## src/ivt_pkg.sv

```systemverilog
package ivt_pkg;
  // Register byte offsets
  localparam logic [7:0] IVT_CTRL_OFS = 8'h00;
  localparam logic [7:0] IVT_STAT_OFS = 8'h04;
  localparam logic [7:0] IVT_PRESET_OFS = 8'h08;
  localparam logic [7:0] IVT_EVT_OFS = 8'h0C;
  // Control register field positions
  localparam int IVT_TUNE_RUN_BIT = 6;
  localparam int IVT_SAMPLE_SEL_BIT = 7;
  localparam int IVT_DRV_LSB = 4;
  localparam int IVT_LOWV_BIT = 3;
  localparam int IVT_PRESET_EN_BIT = 15;
  // Status register field positions
  localparam int IVT_REG_STABLE_BIT = 0;
  localparam int IVT_TUNING_BIT = 1;
  localparam int IVT_CAP_LSB = 4;
  // Event register field positions
  localparam int IVT_EVT_TUNE_BIT = 0;
  localparam int IVT_EVT_SWFAIL_BIT = 1;
  // Reset values
  localparam logic [1:0] IVT_DRV_RESET = 2'h0;
  localparam logic [1:0] IVT_PRESET_RESET = 2'h0;
  // Drive kind encoding
  typedef enum logic [1:0] {
    IVT_DRV_B = 2'h0,
    IVT_DRV_A = 2'h1,
    IVT_DRV_C = 2'h2,
    IVT_DRV_D = 2'h3
  } ivt_drv_e;
  // Signals to the external tuning circuit
  typedef struct packed {
    logic start;
    logic retune;
    logic abort;
    logic reset_circuit;
  } ivt_tune_ctl_s;
  // Signals to the I/O regulator
  typedef struct packed {
    logic low_voltage_io_on;
    logic [1:0] drive_kind;
    logic drive_active;
  } ivt_io_ctl_s;
endpackage

```

## src/ivt_sync.sv

```systemverilog
`timescale 1ns/1ps
`default_nettype none
module ivt_sync #(
  parameter int WIDTH = 1
) (
  // Clocking
  input wire logic pclk,
  input wire logic presetn,
  input wire logic clk_en,
  // Data
  input wire logic [WIDTH-1:0] d,
  output logic [WIDTH-1:0] q
);
  logic [WIDTH-1:0] meta_reg;

  // Two flops, first read only by second
  always_ff @(posedge pclk or negedge presetn) begin
    if (!presetn) begin
      meta_reg <= '0;
      q <= '0;
    end else if (clk_en) begin
      meta_reg <= d;
      q <= meta_reg;
    end
  end
endmodule
`default_nettype wire

```

## src/ivt_ctrl.sv

```systemverilog
// Functional notes
// - Writing tuning run one starts tuning
// - Tuning run self-clears when tuning finishes
// - Writing zero aborts a running tuning
// - Sample select picks method, reports outcome
// - Drive kind: 0 B, 1 A, 2 C, 3 D
// - Drive kind ignored at 3.3V signalling
// - Without autoload, drive kind stays as written
// - With autoload, drive kind from preset value
// - Low-voltage bit rising starts 1.8V switch
// - Switch failure clears low-voltage bit
// - Low-voltage bit falling starts 3.3V switch
// - Regulator-settled status bit readable by software
// - After tuning, sample select shows result
// - Interrupts held off during tuning
//
// The APB interface to the registers and the register addresses are this design's own decisions.
`timescale 1ns/1ps
`default_nettype none
module ivt_ctrl
  import ivt_pkg::*;
#(
  parameter int CAP_W = 3
) (
  // APB slave
  input wire logic pclk,
  input wire logic presetn,
  input wire logic clk_en,
  input wire logic psel,
  input wire logic penable,
  input wire logic pwrite,
  input wire logic [7:0] paddr,
  input wire logic [31:0] pwdata,
  output logic [31:0] prdata,
  output logic pready,
  output logic pslverr,
  // Tuning circuit
  input wire logic tune_done,
  input wire logic tune_ok,
  output ivt_pkg::ivt_tune_ctl_s tune_ctl,
  // Voltage regulator and card
  input wire logic switch_fail,
  input wire logic reg_stable,
  input wire logic [CAP_W-1:0] drv_caps,
  output ivt_pkg::ivt_io_ctl_s io_ctl,
  // Interrupt suppression and events
  output logic irq_hold,
  output logic tune_end_evt,
  output logic switch_fail_evt
);
  import ivt_pkg::*;

  typedef enum logic [2:0] {
    IVT_ST_IDLE = 3'h1,
    IVT_ST_RUN = 3'h2,
    IVT_ST_END = 3'h4
  } ivt_tune_e;

  ivt_tune_e state_reg, state_next;
  logic tune_run_reg;
  logic sample_sel_reg;
  logic [1:0] drv_reg;
  logic lowv_reg;
  logic preset_en_reg;
  logic [1:0] preset_hs_reg;
  logic [1:0] preset_ls_reg;
  logic ev_tune_reg;
  logic ev_swfail_reg;
  logic done_s, ok_s, fail_s, stable_s;
  logic wr_en, rd_en;
  logic wr_ctrl, wr_preset, wr_evt;
  logic wr_run_one, wr_run_zero;
  logic tune_finish;

  // Pin inputs through two flops
  ivt_sync #(.WIDTH(4)) u_sync (
    .pclk(pclk),
    .presetn(presetn),
    .clk_en(clk_en),
    .d({tune_done, tune_ok, switch_fail, reg_stable}),
    .q({done_s, ok_s, fail_s, stable_s})
  );

  // Address match for one register
  function automatic logic hit(input logic [7:0] a, input logic [7:0] ofs);
    hit = (a == ofs);
  endfunction

  // Bus decode, zero wait state
  assign wr_en = psel && penable && pwrite && clk_en;
  assign rd_en = psel && !penable && !pwrite && clk_en;
  assign wr_ctrl = wr_en && hit(paddr, IVT_CTRL_OFS);
  assign wr_preset = wr_en && hit(paddr, IVT_PRESET_OFS);
  assign wr_evt = wr_en && hit(paddr, IVT_EVT_OFS);
  assign wr_run_one = wr_ctrl && pwdata[IVT_TUNE_RUN_BIT];
  assign wr_run_zero = wr_ctrl && !pwdata[IVT_TUNE_RUN_BIT];
  assign tune_finish = (state_reg == IVT_ST_RUN) && done_s;

  // Tuning sequencer next state
  always_comb begin
    state_next = state_reg;
    case (state_reg)
      IVT_ST_IDLE: begin
        if (wr_run_one) begin
          state_next = IVT_ST_RUN;
        end
      end
      IVT_ST_RUN: begin
        if (wr_run_zero) begin
          state_next = IVT_ST_IDLE;
        end else if (done_s) begin
          state_next = IVT_ST_END;
        end
      end
      IVT_ST_END: begin
        state_next = IVT_ST_IDLE;
      end
      default: begin
        state_next = IVT_ST_IDLE;
      end
    endcase
  end

  // Sequencer state
  always_ff @(posedge pclk or negedge presetn) begin
    if (!presetn) begin
      state_reg <= IVT_ST_IDLE;
    end else if (clk_en) begin
      state_reg <= state_next;
    end
  end

  // Tuning run bit: set by write, cleared on end or abort
  always_ff @(posedge pclk or negedge presetn) begin
    if (!presetn) begin
      tune_run_reg <= 1'b0;
    end else if (clk_en) begin
      if (state_reg == IVT_ST_IDLE && wr_run_one) begin
        tune_run_reg <= 1'b1;
      end else if (state_reg == IVT_ST_RUN && wr_run_zero) begin
        tune_run_reg <= 1'b0;
      end else if (tune_finish) begin
        tune_run_reg <= 1'b0;
      end
    end
  end

  // Sample select: method at start, outcome after end
  always_ff @(posedge pclk or negedge presetn) begin
    if (!presetn) begin
      sample_sel_reg <= 1'b0;
    end else if (clk_en) begin
      if (tune_finish && !wr_run_zero) begin
        sample_sel_reg <= ok_s;
      end else if (state_reg == IVT_ST_RUN && wr_run_zero) begin
        sample_sel_reg <= 1'b0;
      end else if (wr_ctrl && state_reg == IVT_ST_IDLE) begin
        sample_sel_reg <= pwdata[IVT_SAMPLE_SEL_BIT];
      end
    end
  end

  // Tuning circuit controls
  always_ff @(posedge pclk or negedge presetn) begin
    if (!presetn) begin
      tune_ctl <= '0;
    end else if (clk_en) begin
      tune_ctl.start <= (state_reg == IVT_ST_IDLE) && wr_run_one;
      tune_ctl.retune <= pwdata[IVT_SAMPLE_SEL_BIT];
      tune_ctl.abort <= (state_reg == IVT_ST_RUN) && wr_run_zero;
      tune_ctl.reset_circuit <= (state_reg == IVT_ST_IDLE) && wr_ctrl
        && !pwdata[IVT_SAMPLE_SEL_BIT];
    end
  end

  // Preset autoload enable and preset values
  always_ff @(posedge pclk or negedge presetn) begin
    if (!presetn) begin
      preset_en_reg <= 1'b0;
      preset_hs_reg <= IVT_PRESET_RESET;
      preset_ls_reg <= IVT_PRESET_RESET;
    end else if (clk_en) begin
      if (wr_ctrl) begin
        preset_en_reg <= pwdata[IVT_PRESET_EN_BIT];
      end
      if (wr_preset) begin
        preset_hs_reg <= pwdata[1:0];
        preset_ls_reg <= pwdata[17:16];
      end
    end
  end

  // Drive kind field: software or preset
  always_ff @(posedge pclk or negedge presetn) begin
    if (!presetn) begin
      drv_reg <= IVT_DRV_RESET;
    end else if (clk_en) begin
      if (preset_en_reg) begin
        drv_reg <= lowv_reg ? preset_hs_reg : preset_ls_reg;
      end else if (wr_ctrl) begin
        drv_reg <= pwdata[IVT_DRV_LSB +: 2];
      end
    end
  end

  // Low-voltage bit, failure clears
  always_ff @(posedge pclk or negedge presetn) begin
    if (!presetn) begin
      lowv_reg <= 1'b0;
    end else if (clk_en) begin
      if (fail_s && lowv_reg) begin
        lowv_reg <= 1'b0;
      end else if (wr_ctrl) begin
        lowv_reg <= pwdata[IVT_LOWV_BIT];
      end
    end
  end

  // Regulator outputs; drive kind only at 1.8V
  always_ff @(posedge pclk or negedge presetn) begin
    if (!presetn) begin
      io_ctl <= '0;
    end else if (clk_en) begin
      io_ctl.low_voltage_io_on <= lowv_reg;
      io_ctl.drive_kind <= lowv_reg ? drv_reg : IVT_DRV_B;
      io_ctl.drive_active <= lowv_reg;
    end
  end

  // Sticky events, set wins over clear
  always_ff @(posedge pclk or negedge presetn) begin
    if (!presetn) begin
      ev_tune_reg <= 1'b0;
      ev_swfail_reg <= 1'b0;
    end else if (clk_en) begin
      if (tune_finish) begin
        ev_tune_reg <= 1'b1;
      end else if (wr_evt && pwdata[IVT_EVT_TUNE_BIT]) begin
        ev_tune_reg <= 1'b0;
      end
      if (fail_s && lowv_reg) begin
        ev_swfail_reg <= 1'b1;
      end else if (wr_evt && pwdata[IVT_EVT_SWFAIL_BIT]) begin
        ev_swfail_reg <= 1'b0;
      end
    end
  end

  // Event pulses and interrupt hold-off
  always_ff @(posedge pclk or negedge presetn) begin
    if (!presetn) begin
      tune_end_evt <= 1'b0;
      switch_fail_evt <= 1'b0;
      irq_hold <= 1'b0;
    end else if (clk_en) begin
      tune_end_evt <= tune_finish;
      switch_fail_evt <= fail_s && lowv_reg;
      irq_hold <= (state_next == IVT_ST_RUN);
    end
  end

  // Read data captured in setup phase
  always_ff @(posedge pclk or negedge presetn) begin
    if (!presetn) begin
      prdata <= 32'h0000_0000;
      pslverr <= 1'b0;
      pready <= 1'b0;
    end else if (clk_en) begin
      pready <= psel && !penable;
      pslverr <= psel && !penable && !(hit(paddr, IVT_CTRL_OFS)
        || hit(paddr, IVT_STAT_OFS) || hit(paddr, IVT_PRESET_OFS)
        || hit(paddr, IVT_EVT_OFS));
      if (rd_en) begin
        prdata <= 32'h0000_0000;
        case (paddr)
          IVT_CTRL_OFS: begin
            prdata[IVT_SAMPLE_SEL_BIT] <= sample_sel_reg;
            prdata[IVT_TUNE_RUN_BIT] <= tune_run_reg;
            prdata[IVT_DRV_LSB +: 2] <= drv_reg;
            prdata[IVT_LOWV_BIT] <= lowv_reg;
            prdata[IVT_PRESET_EN_BIT] <= preset_en_reg;
          end
          IVT_STAT_OFS: begin
            prdata[IVT_REG_STABLE_BIT] <= stable_s;
            prdata[IVT_TUNING_BIT] <= (state_reg == IVT_ST_RUN);
            prdata[IVT_CAP_LSB +: CAP_W] <= drv_caps;
          end
          IVT_PRESET_OFS: begin
            prdata[1:0] <= preset_hs_reg;
            prdata[17:16] <= preset_ls_reg;
          end
          IVT_EVT_OFS: begin
            prdata[IVT_EVT_TUNE_BIT] <= ev_tune_reg;
            prdata[IVT_EVT_SWFAIL_BIT] <= ev_swfail_reg;
          end
          default: begin
            prdata <= 32'h0000_0000;
          end
        endcase
      end
    end
  end
endmodule
`default_nettype wire

```

## config.mk

```make
export PLATFORM = sky130hd
export DESIGN_NAME = ivt_ctrl
export DESIGN_NICKNAME = d
export VERILOG_FILES = /design/src/ivt_pkg.sv /design/src/ivt_sync.sv /design/src/ivt_ctrl.sv
export SDC_FILE = /design/constraint.sdc
export NUM_CORES = 1
export LEC_CHECK = 0
export ABC_AREA = 1
export BUFFER_PORTS_ARGS = -buffer_cell sky130_fd_sc_hd__clkbuf_2
export CAP_MARGIN = 20
export CORE_ASPECT_RATIO = 0.5
export CORE_UTILIZATION = 25
export DETAILED_ROUTE_END_ITERATION = 12
export PLACE_DENSITY = 0.57
export SYNTH_ARGS = -nofsm -noshare
export SYNTH_HDL_FRONTEND = slang
export SYNTH_SLANG_ARGS = --single-unit
```

## constraint.sdc

```tcl
create_clock -name pclk -period 1.4 [get_ports pclk]
set_input_delay 0.28 -clock pclk [delete_from_list [all_inputs] [get_ports pclk]]
set_output_delay 0.28 -clock pclk [all_outputs]
set_load 0.005 [all_outputs]
```

==> results of run 1 <==
-- cell type report --
type | instances | area, um^2
fillers | 892 | 5550
repair buffers | 67 | 385
inverters | 22 | 82.6
flip-flops and latches | 45 | 1130
well taps | 112 | 140
clock buffers | 7 | 133
clock inverters | 1 | 5.00
multi-input cells | 186 | 918
-- cells by family after synthesis --
kind of cell	count (synthesis)	share of synthesized area
and+or+nand+nor	135	0.292
buffers and inverters	50	0.126
DFF	45	0.503
AOI/OAI and AO/OA	29	0.0781
other	1	0.00167
-- through the flow --
step           TNS [ns]  hold slack [ns]
6_report              0            0.207
3_3_place_gp          0            0.185
5_1_grt               0            0.214
2_1_floorplan         0          -0.0156
4_1_cts               0            0.204
3_5_place_dp    -0.0271            0.188
-- worst paths after layout --
check | start | end | slack, ns | cells after the start
setup / recovery | state_reg[0] | tune_run_reg | 0.13 | 8
hold / removal | switch_fail | u_sync.meta_reg[1] | 0.21 | 3
max in group asynchronous | presetn | state_reg[0] | 0.44 | 3
hold reg to reg | tune_ctl[2] | tune_ctl[2] | 0.47 | 2
min in group asynchronous | presetn | u_sync.meta_reg[3] | 0.42 | 2
setup reg to reg | state_reg[0] | tune_run_reg | 0.13 | 8
-- power breakdown --
| part | internal [mW] | switching [mW] | total [mW] |
|---|---|---|---|
| sequential | 1.34 | 0.0206 | 1.36 |
| clock | 0.660 | 0.461 | 1.12 |
| combinational | 0.0780 | 0.138 | 0.216 |
| total | 2.08 | 0.620 | 2.70 |
-- what timing repair did --
item / 4_1_cts / 5_1_grt
setup endpoints to repair: 0 / 2
resized for setup: 0 / 1
endpoints found under the hold margin: 10 / 0
hold buffers: 1 / 0
-- worst register-to-register path, stage by stage, from the launching register on --
cell and delay, ns:
dfstp_2 0.38, nor3_4 0.24, inv_2 0.07, nor2_2 0.13, inv_2 0.06, nor2_1 0.08, inv_1 0.08, nand3_1 0.07
nand2_1 0.05
-- cells in the mapped netlist (2+ instances only) --
master    instances  share of area
clkbuf_1          3         0.0050
o31ai_1           2         0.0067
buf_4            25          0.084
a21oi_1           3         0.0067
inv_2             8          0.013
nand2_1          88           0.15
nor2_8            2          0.018
nand2_2           4          0.011
inv_1            13          0.022
nor2_1            9          0.015
dfrtp_1          44           0.49
o211ai_1          4          0.013
o21ai_0           6          0.013
nand3_1          21          0.047
o21ai_1          12          0.027
nor2_2            2         0.0056
-- per-layer routing --
layer,track usage,share of wire,vias to the layer above
met2,0.179,0.48,33
met4,0.0542,0.019,0
met1,0.135,0.47,804
met5,0,0,-
li1,-,-,933
met3,0.0241,0.029,7
-- cells in the final DEF, fill, tap and decap left out, drive strengths merged --
cell type,instances
a21oi,5
dfrtp,44
or2,1
inv,21
o21ai,18
buf,13
clkinv,2
conb,22
nand2,93
nor4,3
clkbuf,60
o31ai,2
dfstp,1
nand3,21
dlygate4sd3,1
o211ai,4
nand4,1
nand3b,2
nor3,1
nor2,13
==> impl_metrics.tcl, run 1 <==
set metrics [dict create \
    grt_pass1_wl_um 7550 \
    largest_register "prdata" \
    max_stage_delay_ns 0.38 \
    clk_pin_slew_ns 0.06 \
    postCtsSetupBuffers 0 \
    wl_per_cell_um 10.8 \
    period_minus_slack_ns 1.27 \
    die_area_um2 9370 \
    largest_reg_flops 10 \
    syn_area_um2 2240 \
    grt-ovfl-total 0 \
    layout.cells.non_filler 440 \
    globalRouteTotalUtil 0.108 \
    worstPathBufferInverterCount 3 \
    routed_via_density 4.04 \
    hold_violations 0 \
    fin_util 0.334 \
    drive_gt1_frac 0.296 \
    gp_congestion 0.733 \
    rsz0062_at_grt "false" \
    start_util 0.269 \
    crit_type "reg -> reg" \
    drtAntennaViolNets 0 \
    dp.cells 431 \
    ys_seq_area_frac 0.503 \
    fin_nets 380 \
    diodes 0 \
    power_leakage_nw 1.55 \
    crit_chain "nor3_4, inv_2, nor2_2, inv_2, nor2_1, inv_1, nand3_1, nand2_1" \
    dpl.hpwl_um 3630 \
    syn2layout_area_growth_pct 24.5 \
    power.total_mw 2.70 \
    cp_max_fo 3 \
    grt_pass1_vias 1573 \
    min_path_type "in -> reg" \
    clkLatencyLatePin_ns 0.28 \
    cts_sinks 45 \
    vdd_ir_drop_max_mv 0.497 \
    path_delay_family "simple AND/OR/NAND/NOR gates" \
    die_x_um 136 \
    timing.final.crit_share 0.905 \
    cap_violations 0 \
    async_flop_share 1.00 \
    pre_cts_slack_ns -0.0148 \
    powerDensity_nw_per_um2 967 \
    dieHeight_um 69.0 \
    syn_area_per_cell_um2 8.62 \
    clock_path_buffers 2 \
    cts_root_buf "clkbuf_16" \
    routed_wl_um 4770 \
    crit_slowest_cell "dfstp_2" \
    place_area_um2 2640 \
    ys_seq_elements 45 \
    fin_ws_ns 0.133 \
    vias 1777 \
    required_ns 1.57 \
    antenna_found_initial 0 \
    htreeDepth 2 \
    cts_made_buffers 5 \
    worst_setup_path_start_kind "flip-flop" \
    ios 98 \
    ys_warn_count 0 \
    timing.critical_path.mode_cell "inv_2" \
    skew_ns 0.00465 \
    setup-violations-final 0 \
    synth_edf_count 0 \
    max_freq_ghz 0.789 \
    outcome "complete, no violations" \
    portBuffers 53 \
    drc 0 \
    grt_max_degree 36 \
    final_max_slew_viol_count 0 \
    ys_types 30 \
    synth_flop_cell "dfrtp_1" \
    num_rows 23 \
    design_area_um2 2790 \
    cts_tree "yes" \
    drtPass1Iterations 4 \
    syn_inst 260 \
    dr.first_iter.drc_count 104 \
    critPathArrivalTime_ns 1.44 \
    core_area_um2 8350 \
    endpoint_kind "flip-flop" \
]
Power figures use the tool's default switching activity.
==> inputs of run 2 (changes only) <==
--- a/config.mk
+++ b/config.mk
@@ -8,10 +8,12 @@
 export ABC_AREA = 1
 export BUFFER_PORTS_ARGS = -buffer_cell sky130_fd_sc_hd__clkbuf_2
 export CAP_MARGIN = 20
+export CELL_PAD_IN_SITES_DETAIL_PLACEMENT = 0
+export CELL_PAD_IN_SITES_GLOBAL_PLACEMENT = 1
 export CORE_ASPECT_RATIO = 0.5
 export CORE_UTILIZATION = 25
 export DETAILED_ROUTE_END_ITERATION = 12
-export PLACE_DENSITY = 0.57
+export PLACE_DENSITY = 0.71
 export SYNTH_ARGS = -nofsm -noshare
 export SYNTH_HDL_FRONTEND = slang
 export SYNTH_SLANG_ARGS = --single-unit
==> impl_metrics.tcl, run 2 (synthesis gave the netlist of run 1 again) <==
set metrics [dict create \
    power.total_mw 2.71 \
    largest_register "prdata" \
    tns_ns 0 \
    layout.cells.non_filler 444 \
    routed-wl-met3_um 221 \
    cts_made_buffers 5 \
    wl_per_cell_um 11.0 \
    clkLatencyLatePin_ns 0.28 \
    cts_sinks 45 \
    grt_max_degree 46 \
    gp_congestion 0.728 \
    cts_tree "yes" \
    multiInputGateArea_um2 927 \
    max_stage_delay_ns 0.56 \
    fin_util 0.339 \
    vias 1811 \
    skew_ns 0.00414 \
    cts_root_buf "clkbuf_16" \
    critPathArrivalTime_ns 1.44 \
    core_area_um2 8350 \
    maxUsedRoutingLayer "met4" \
    min_path_type "in -> reg" \
    endpoint_kind "flip-flop" \
    drc 0 \
    dp.cells 434 \
    globalRouteTotalUtil 0.115 \
    mostFrequentLayoutCell "nand2_1" \
    swShare 0.234 \
    die_area_um2 9370 \
    fillers 905 \
    power_leakage_nw 1.57 \
    routed_via_density 4.08 \
    timing.critical_path.mode_cell "nand2_1" \
    crit_slowest_cell "dfstp_2" \
    timing.final.crit_share 0.902 \
    hold_slack_ns 0.198 \
    die_x_um 136 \
    power.net_switching_mw 0.634 \
    clk_pin_slew_ns 0.06 \
    grt_pass1_vias 1705 \
    outcome "complete, no violations" \
    largest_reg_flops 10 \
    crit_chain "nor3_4, buf_4, nand4_4, nand3_1, nand2_1, clkinv_1, nand2_1, nand2_1" \
    dieHeight_um 69.0 \
    regArea_um2 1130 \
    final_cell_mix "nand2_1, clkbuf_2, dfrtp_1" \
    dpl.hpwl_um 3640 \
    hold_violations 0 \
    dr.first_iter.drc_count 122 \
    setup-violations-final 0 \
    grt_pass1_wl_um 8150 \
    portBuffers 53 \
    drtAntennaViolNets 0 \
    cap_violations 0 \
    final_max_slew_viol_count 0 \
    drive_gt1_frac 0.304 \
    sequentialPowerShare 0.501 \
    cp_max_fo 4 \
    period_minus_slack_ns 1.26 \
    vdd_ir_drop_max_mv 0.476 \
    routed_wl_um 4880 \
    crit_type "reg -> reg" \
    num_rows 23 \
    syn2layout_area_growth_pct 26.2 \
    rsz0062_at_grt "false" \
    antenna_found_initial 0 \
    clkPwrFrac 0.418 \
    internal_power_mw 2.08 \
    clock_path_buffers 2 \
    powerDensity_nw_per_um2 959 \
    diodes 0 \
    wl_met2_um 2130 \
    fin_nets 384 \
    htreeDepth 2 \
    pwr-share-comb 0.081 \
    required_ns 1.58 \
    ios 98 \
    drtPass1Iterations 4 \
    grt-ovfl-total 0 \
    worst_setup_path_start_kind "flip-flop" \
    max_freq_ghz 0.792 \
    met1Wirelength_um 2460 \
    start_util 0.269 \
]
[run 2: changes by cell type in the layout (fill, tap and decap cells not counted)]
cell | before | now
buf_4 | 12 | 16
nand4_2 | 1 | 0
nand4_4 | 0 | 1
[run 2: critical path: cells and delay by family, from the launching register on]
family,cells,cell delay [ns]
flops,1,0.56
simple gates,6,0.39
buf+inv,2,0.21
[run 2: path summary, 6_finish.rpt]
path,start,to,slack (ns),cells past startpoint
setup / recovery,state_reg[0],sample_sel_reg,0.14,8
min in group asynchronous,presetn,io_ctl[0],0.51,3
hold / removal,switch_fail,u_sync.meta_reg[1],0.20,3
hold reg to reg,u_sync.meta_reg[1],u_sync.meta_reg[1],0.47,2
setup reg to reg,state_reg[0],sample_sel_reg,0.14,8
max in group asynchronous,presetn,state_reg[0],0.61,3
[run 2: through the flow]
stage,instance area (um^2),worst slack [ns]
after detailed placement,2660,-0.0366
after CTS,2810,0.0856
final,2830,0.137
after global placement,2660,-0.0174
after floorplan,2320,0.185
after global routing,2830,0.0191
[run 2: timing repair]
action                                 CTS  global route
buffers inserted                         0             1
hold buffers                             1             0
setup endpoints to repair                0             2
endpoints found under the hold margin   44             0
resized for setup                        0             2
[run 2: cell type report]
type,instances,area share
clock buffer,7,0.0469
clock inverter,1,0.00177
inverter,22,0.0292
multi-input combinational,186,0.328
sequential,45,0.398
tap,112,0.0495
timing repair buffer,71,0.147
[run 2: power by group through the flow]
| stage | Combinational (mW) | Sequential [mW] | Clock [mW] |
|---|---|---|---|
| after global placement | 0.221 | 1.38 | 0 |
| final | 0.220 | 1.36 | 1.13 |
| after detailed placement | 0.223 | 1.38 | 0 |
| after CTS | 0.225 | 1.36 | 1.18 |
| after floorplan | 0.149 | 1.38 | 0 |
| after global routing | 0.256 | 1.36 | 1.21 |
[run 2: per-layer routing]
metal,vias up,global-route usage
li1,928,-
met1,830,0.152
met2,48,0.184
met3,5,0.0256
met4,0,0.0458
met5,-,0
==> inputs of run 3 (changes only) <==
--- a/config.mk
+++ b/config.mk
@@ -13,7 +13,9 @@
 export CORE_ASPECT_RATIO = 0.5
 export CORE_UTILIZATION = 25
 export DETAILED_ROUTE_END_ITERATION = 12
+export GPL_TIMING_DRIVEN = 0
 export PLACE_DENSITY = 0.71
 export SYNTH_ARGS = -nofsm -noshare
 export SYNTH_HDL_FRONTEND = slang
+export SYNTH_HIERARCHICAL = 1
 export SYNTH_SLANG_ARGS = --single-unit
==> impl_metrics.tcl, run 3 <==
set metrics [dict create \
    vias 1853 \
    pre_cts_slack_ns -0.0517 \
    skew_ns 0.00308 \
    ys_seq_area_frac 0.505 \
    drtPass1Iterations 4 \
    powerDensity_nw_per_um2 985 \
    postCtsSetupBuffers 0 \
    routed_wl_um 5020 \
    wl_per_cell_um 11.0 \
    async_flop_share 1.00 \
    power_leakage_nw 1.64 \
    cts_root_buf "clkbuf_16" \
    max_freq_ghz 0.789 \
    cap_violations 0 \
    reg2reg_from "state_reg[0]" \
    die_x_um 136 \
    timing.final.crit_share 0.906 \
    fin_nets 396 \
    synth_flop_cell "dfrtp_1" \
    syn_area_um2 2230 \
    die_area_um2 9330 \
    largest_reg_flops 10 \
    worst_setup_path_start_kind "flip-flop" \
    drtAntennaViolNets 0 \
    clk_pin_slew_ns 0.06 \
    outcome "complete, no violations" \
    dpl.hpwl_um 3960 \
    max_stage_delay_ns 0.53 \
    min_path_type "in -> reg" \
    final_max_slew_viol_count 0 \
    mostFrequentLayoutCell "nand2_1" \
    ios 98 \
    min_from "switch_fail" \
    drive_gt1_frac 0.323 \
    dr.first_iter.drc_count 104 \
    required_ns 1.57 \
    largest_register "prdata" \
    cts_sinks 45 \
    cp-startpoint "state_reg[0]" \
    gp_congestion 0.712 \
    vdd_ir_drop_max_mv 0.449 \
    core_area_um2 8320 \
    critPathArrivalTime_ns 1.44 \
    endpoint_kind "flip-flop" \
    cts_tree "yes" \
    htreeDepth 2 \
    grt_pass1_vias 1773 \
    clkLatencyLatePin_ns 0.28 \
    cp_max_fo 4 \
    crit_slowest_cell "dfstp_2" \
    clock_path_buffers 2 \
    hold_depth 3 \
    drc 0 \
    synth_edf_count 0 \
    r2r.worst_path.cells 5 \
    dieHeight_um 68.8 \
    ys_warn_count 6 \
    crit_chain "inv_2, nor3_1, nand3_1, nand4_1, nand2_1" \
    hold_slack_ns 0.197 \
    synth.area.top_cells "dfrtp_1, nand2_1, buf_4" \
    routed_via_density 4.06 \
    ys_seq_elements 45 \
    antenna_found_initial 0 \
    holdPathEnd "u_sync/meta_reg[1]" \
    globalRouteTotalUtil 0.118 \
    fin_ws_ns 0.132 \
    r2r-end "sample_sel_reg" \
    cts_made_buffers 5 \
    period_minus_slack_ns 1.27 \
    hold_violations 0 \
    rsz0062_at_grt "false" \
    grt_pass1_wl_um 8400 \
    diodes 0 \
    start_util 0.268 \
    grt_max_degree 31 \
    syn_inst 261 \
    synth_commonest_cells "nand2_1, dfrtp_1, buf_4, nand3_1, nor2_1" \
    grt-ovfl-total 0 \
    yosysMostFrequentCell "nand2_1" \
    yosysTopAreaCell "dfrtp_1" \
    portBuffers 52 \
    synth_top_area_share 0.494 \
    syn_area_per_cell_um2 8.55 \
    ys_types 32 \
    reg2reg_slack_ns 0.13 \
    setup-violations-final 0 \
    final_cell_mix "nand2_1, clkbuf_2, dfrtp_1" \
    num_rows 23 \
    syn2layout_area_growth_pct 30.2 \
    crit_type "reg -> reg" \
]
[run 3: cell count changes in the layout (fill, tap and decap cells not counted), moves of 3 or more]
cell	change
buf_4	+8
nand2_1	-6
nand2_2	-3
nand4_1	+6
nor2_1	+4
nor3_1	+3
o21ai_1	-4
[run 3: cell families after synthesis]
group / count (synthesis) / share of synthesized area
buffers and inverters: 49 / 0.128
AO/OA/AOI/OAI: 26 / 0.0684
flip-flops: 45 / 0.505
other: 1 / 0.00168
AND/OR/NAND/NOR: 140 / 0.297
[run 3: layout make-up]
class                   count  area, um^2
fillers                   897        5410
flip-flops and latches     45        1130
multi-input cells         188         905
repair buffers             54         290
plain buffers              27         200
clock buffers               7         153
well taps                 112         140
inverters                  22        85.1
clock inverters             1        5.00
[run 3: worst max-delay path by stage]
stage,end,slack (ns),cells after the start
3_3_place_gp,ev_tune_reg,-0.04,9
2_1_floorplan,ev_tune_reg,0.20,8
4_1_cts,sample_sel_reg,0.09,8
5_1_grt,sample_sel_reg,0.0007,5
3_5_place_dp,ev_tune_reg,-0.05,9
6_report,sample_sel_reg,0.13,5
[run 3: metal layers]
metal | part of all wire | up-vias | global-route usage | wire length [um]
li1 | - | 969 | - | -
met1 | 0.49 | 840 | 0.157 | 2450
met2 | 0.46 | 40 | 0.191 | 2300
met3 | 0.047 | 4 | 0.0256 | 235
met4 | 0.0066 | 0 | 0.0421 | 33
met5 | 0 | - | 0 | 0
[run 3: worst max-delay path, delay by kind of cell (launching register included)]
family / cells / cell delay [ns]
buffers and inverters: 1 / 0.04
AND/OR/NAND/NOR: 4 / 0.58
flip-flops: 1 / 0.53
[run 3: report_power, final]
part	total (mW)	internal [mW]	switching, mW
registers	1.36	1.34	0.0230
clock network	1.23	0.756	0.474
logic	0.268	0.118	0.150
[run 3: per-stage QoR]
stage	TNS, ns	power [mW]	instance area (um^2)	std cells	utilization
global route	0	3.00	2910	456	0.349
CTS	0	2.89	2900	456	0.348
global placement	-0.107	1.65	2710	446	0.326
finish	0	2.86	2910	456	0.349
floorplan	0	1.53	2310	282	-
detailed placement	-0.141	1.66	2730	447	0.328
[run 3: timing repair]
action	in CTS	in global routing
resized for setup	0	3
hold endpoints to repair	15	0
setup endpoints to repair	0	2
hold buffers	1	0
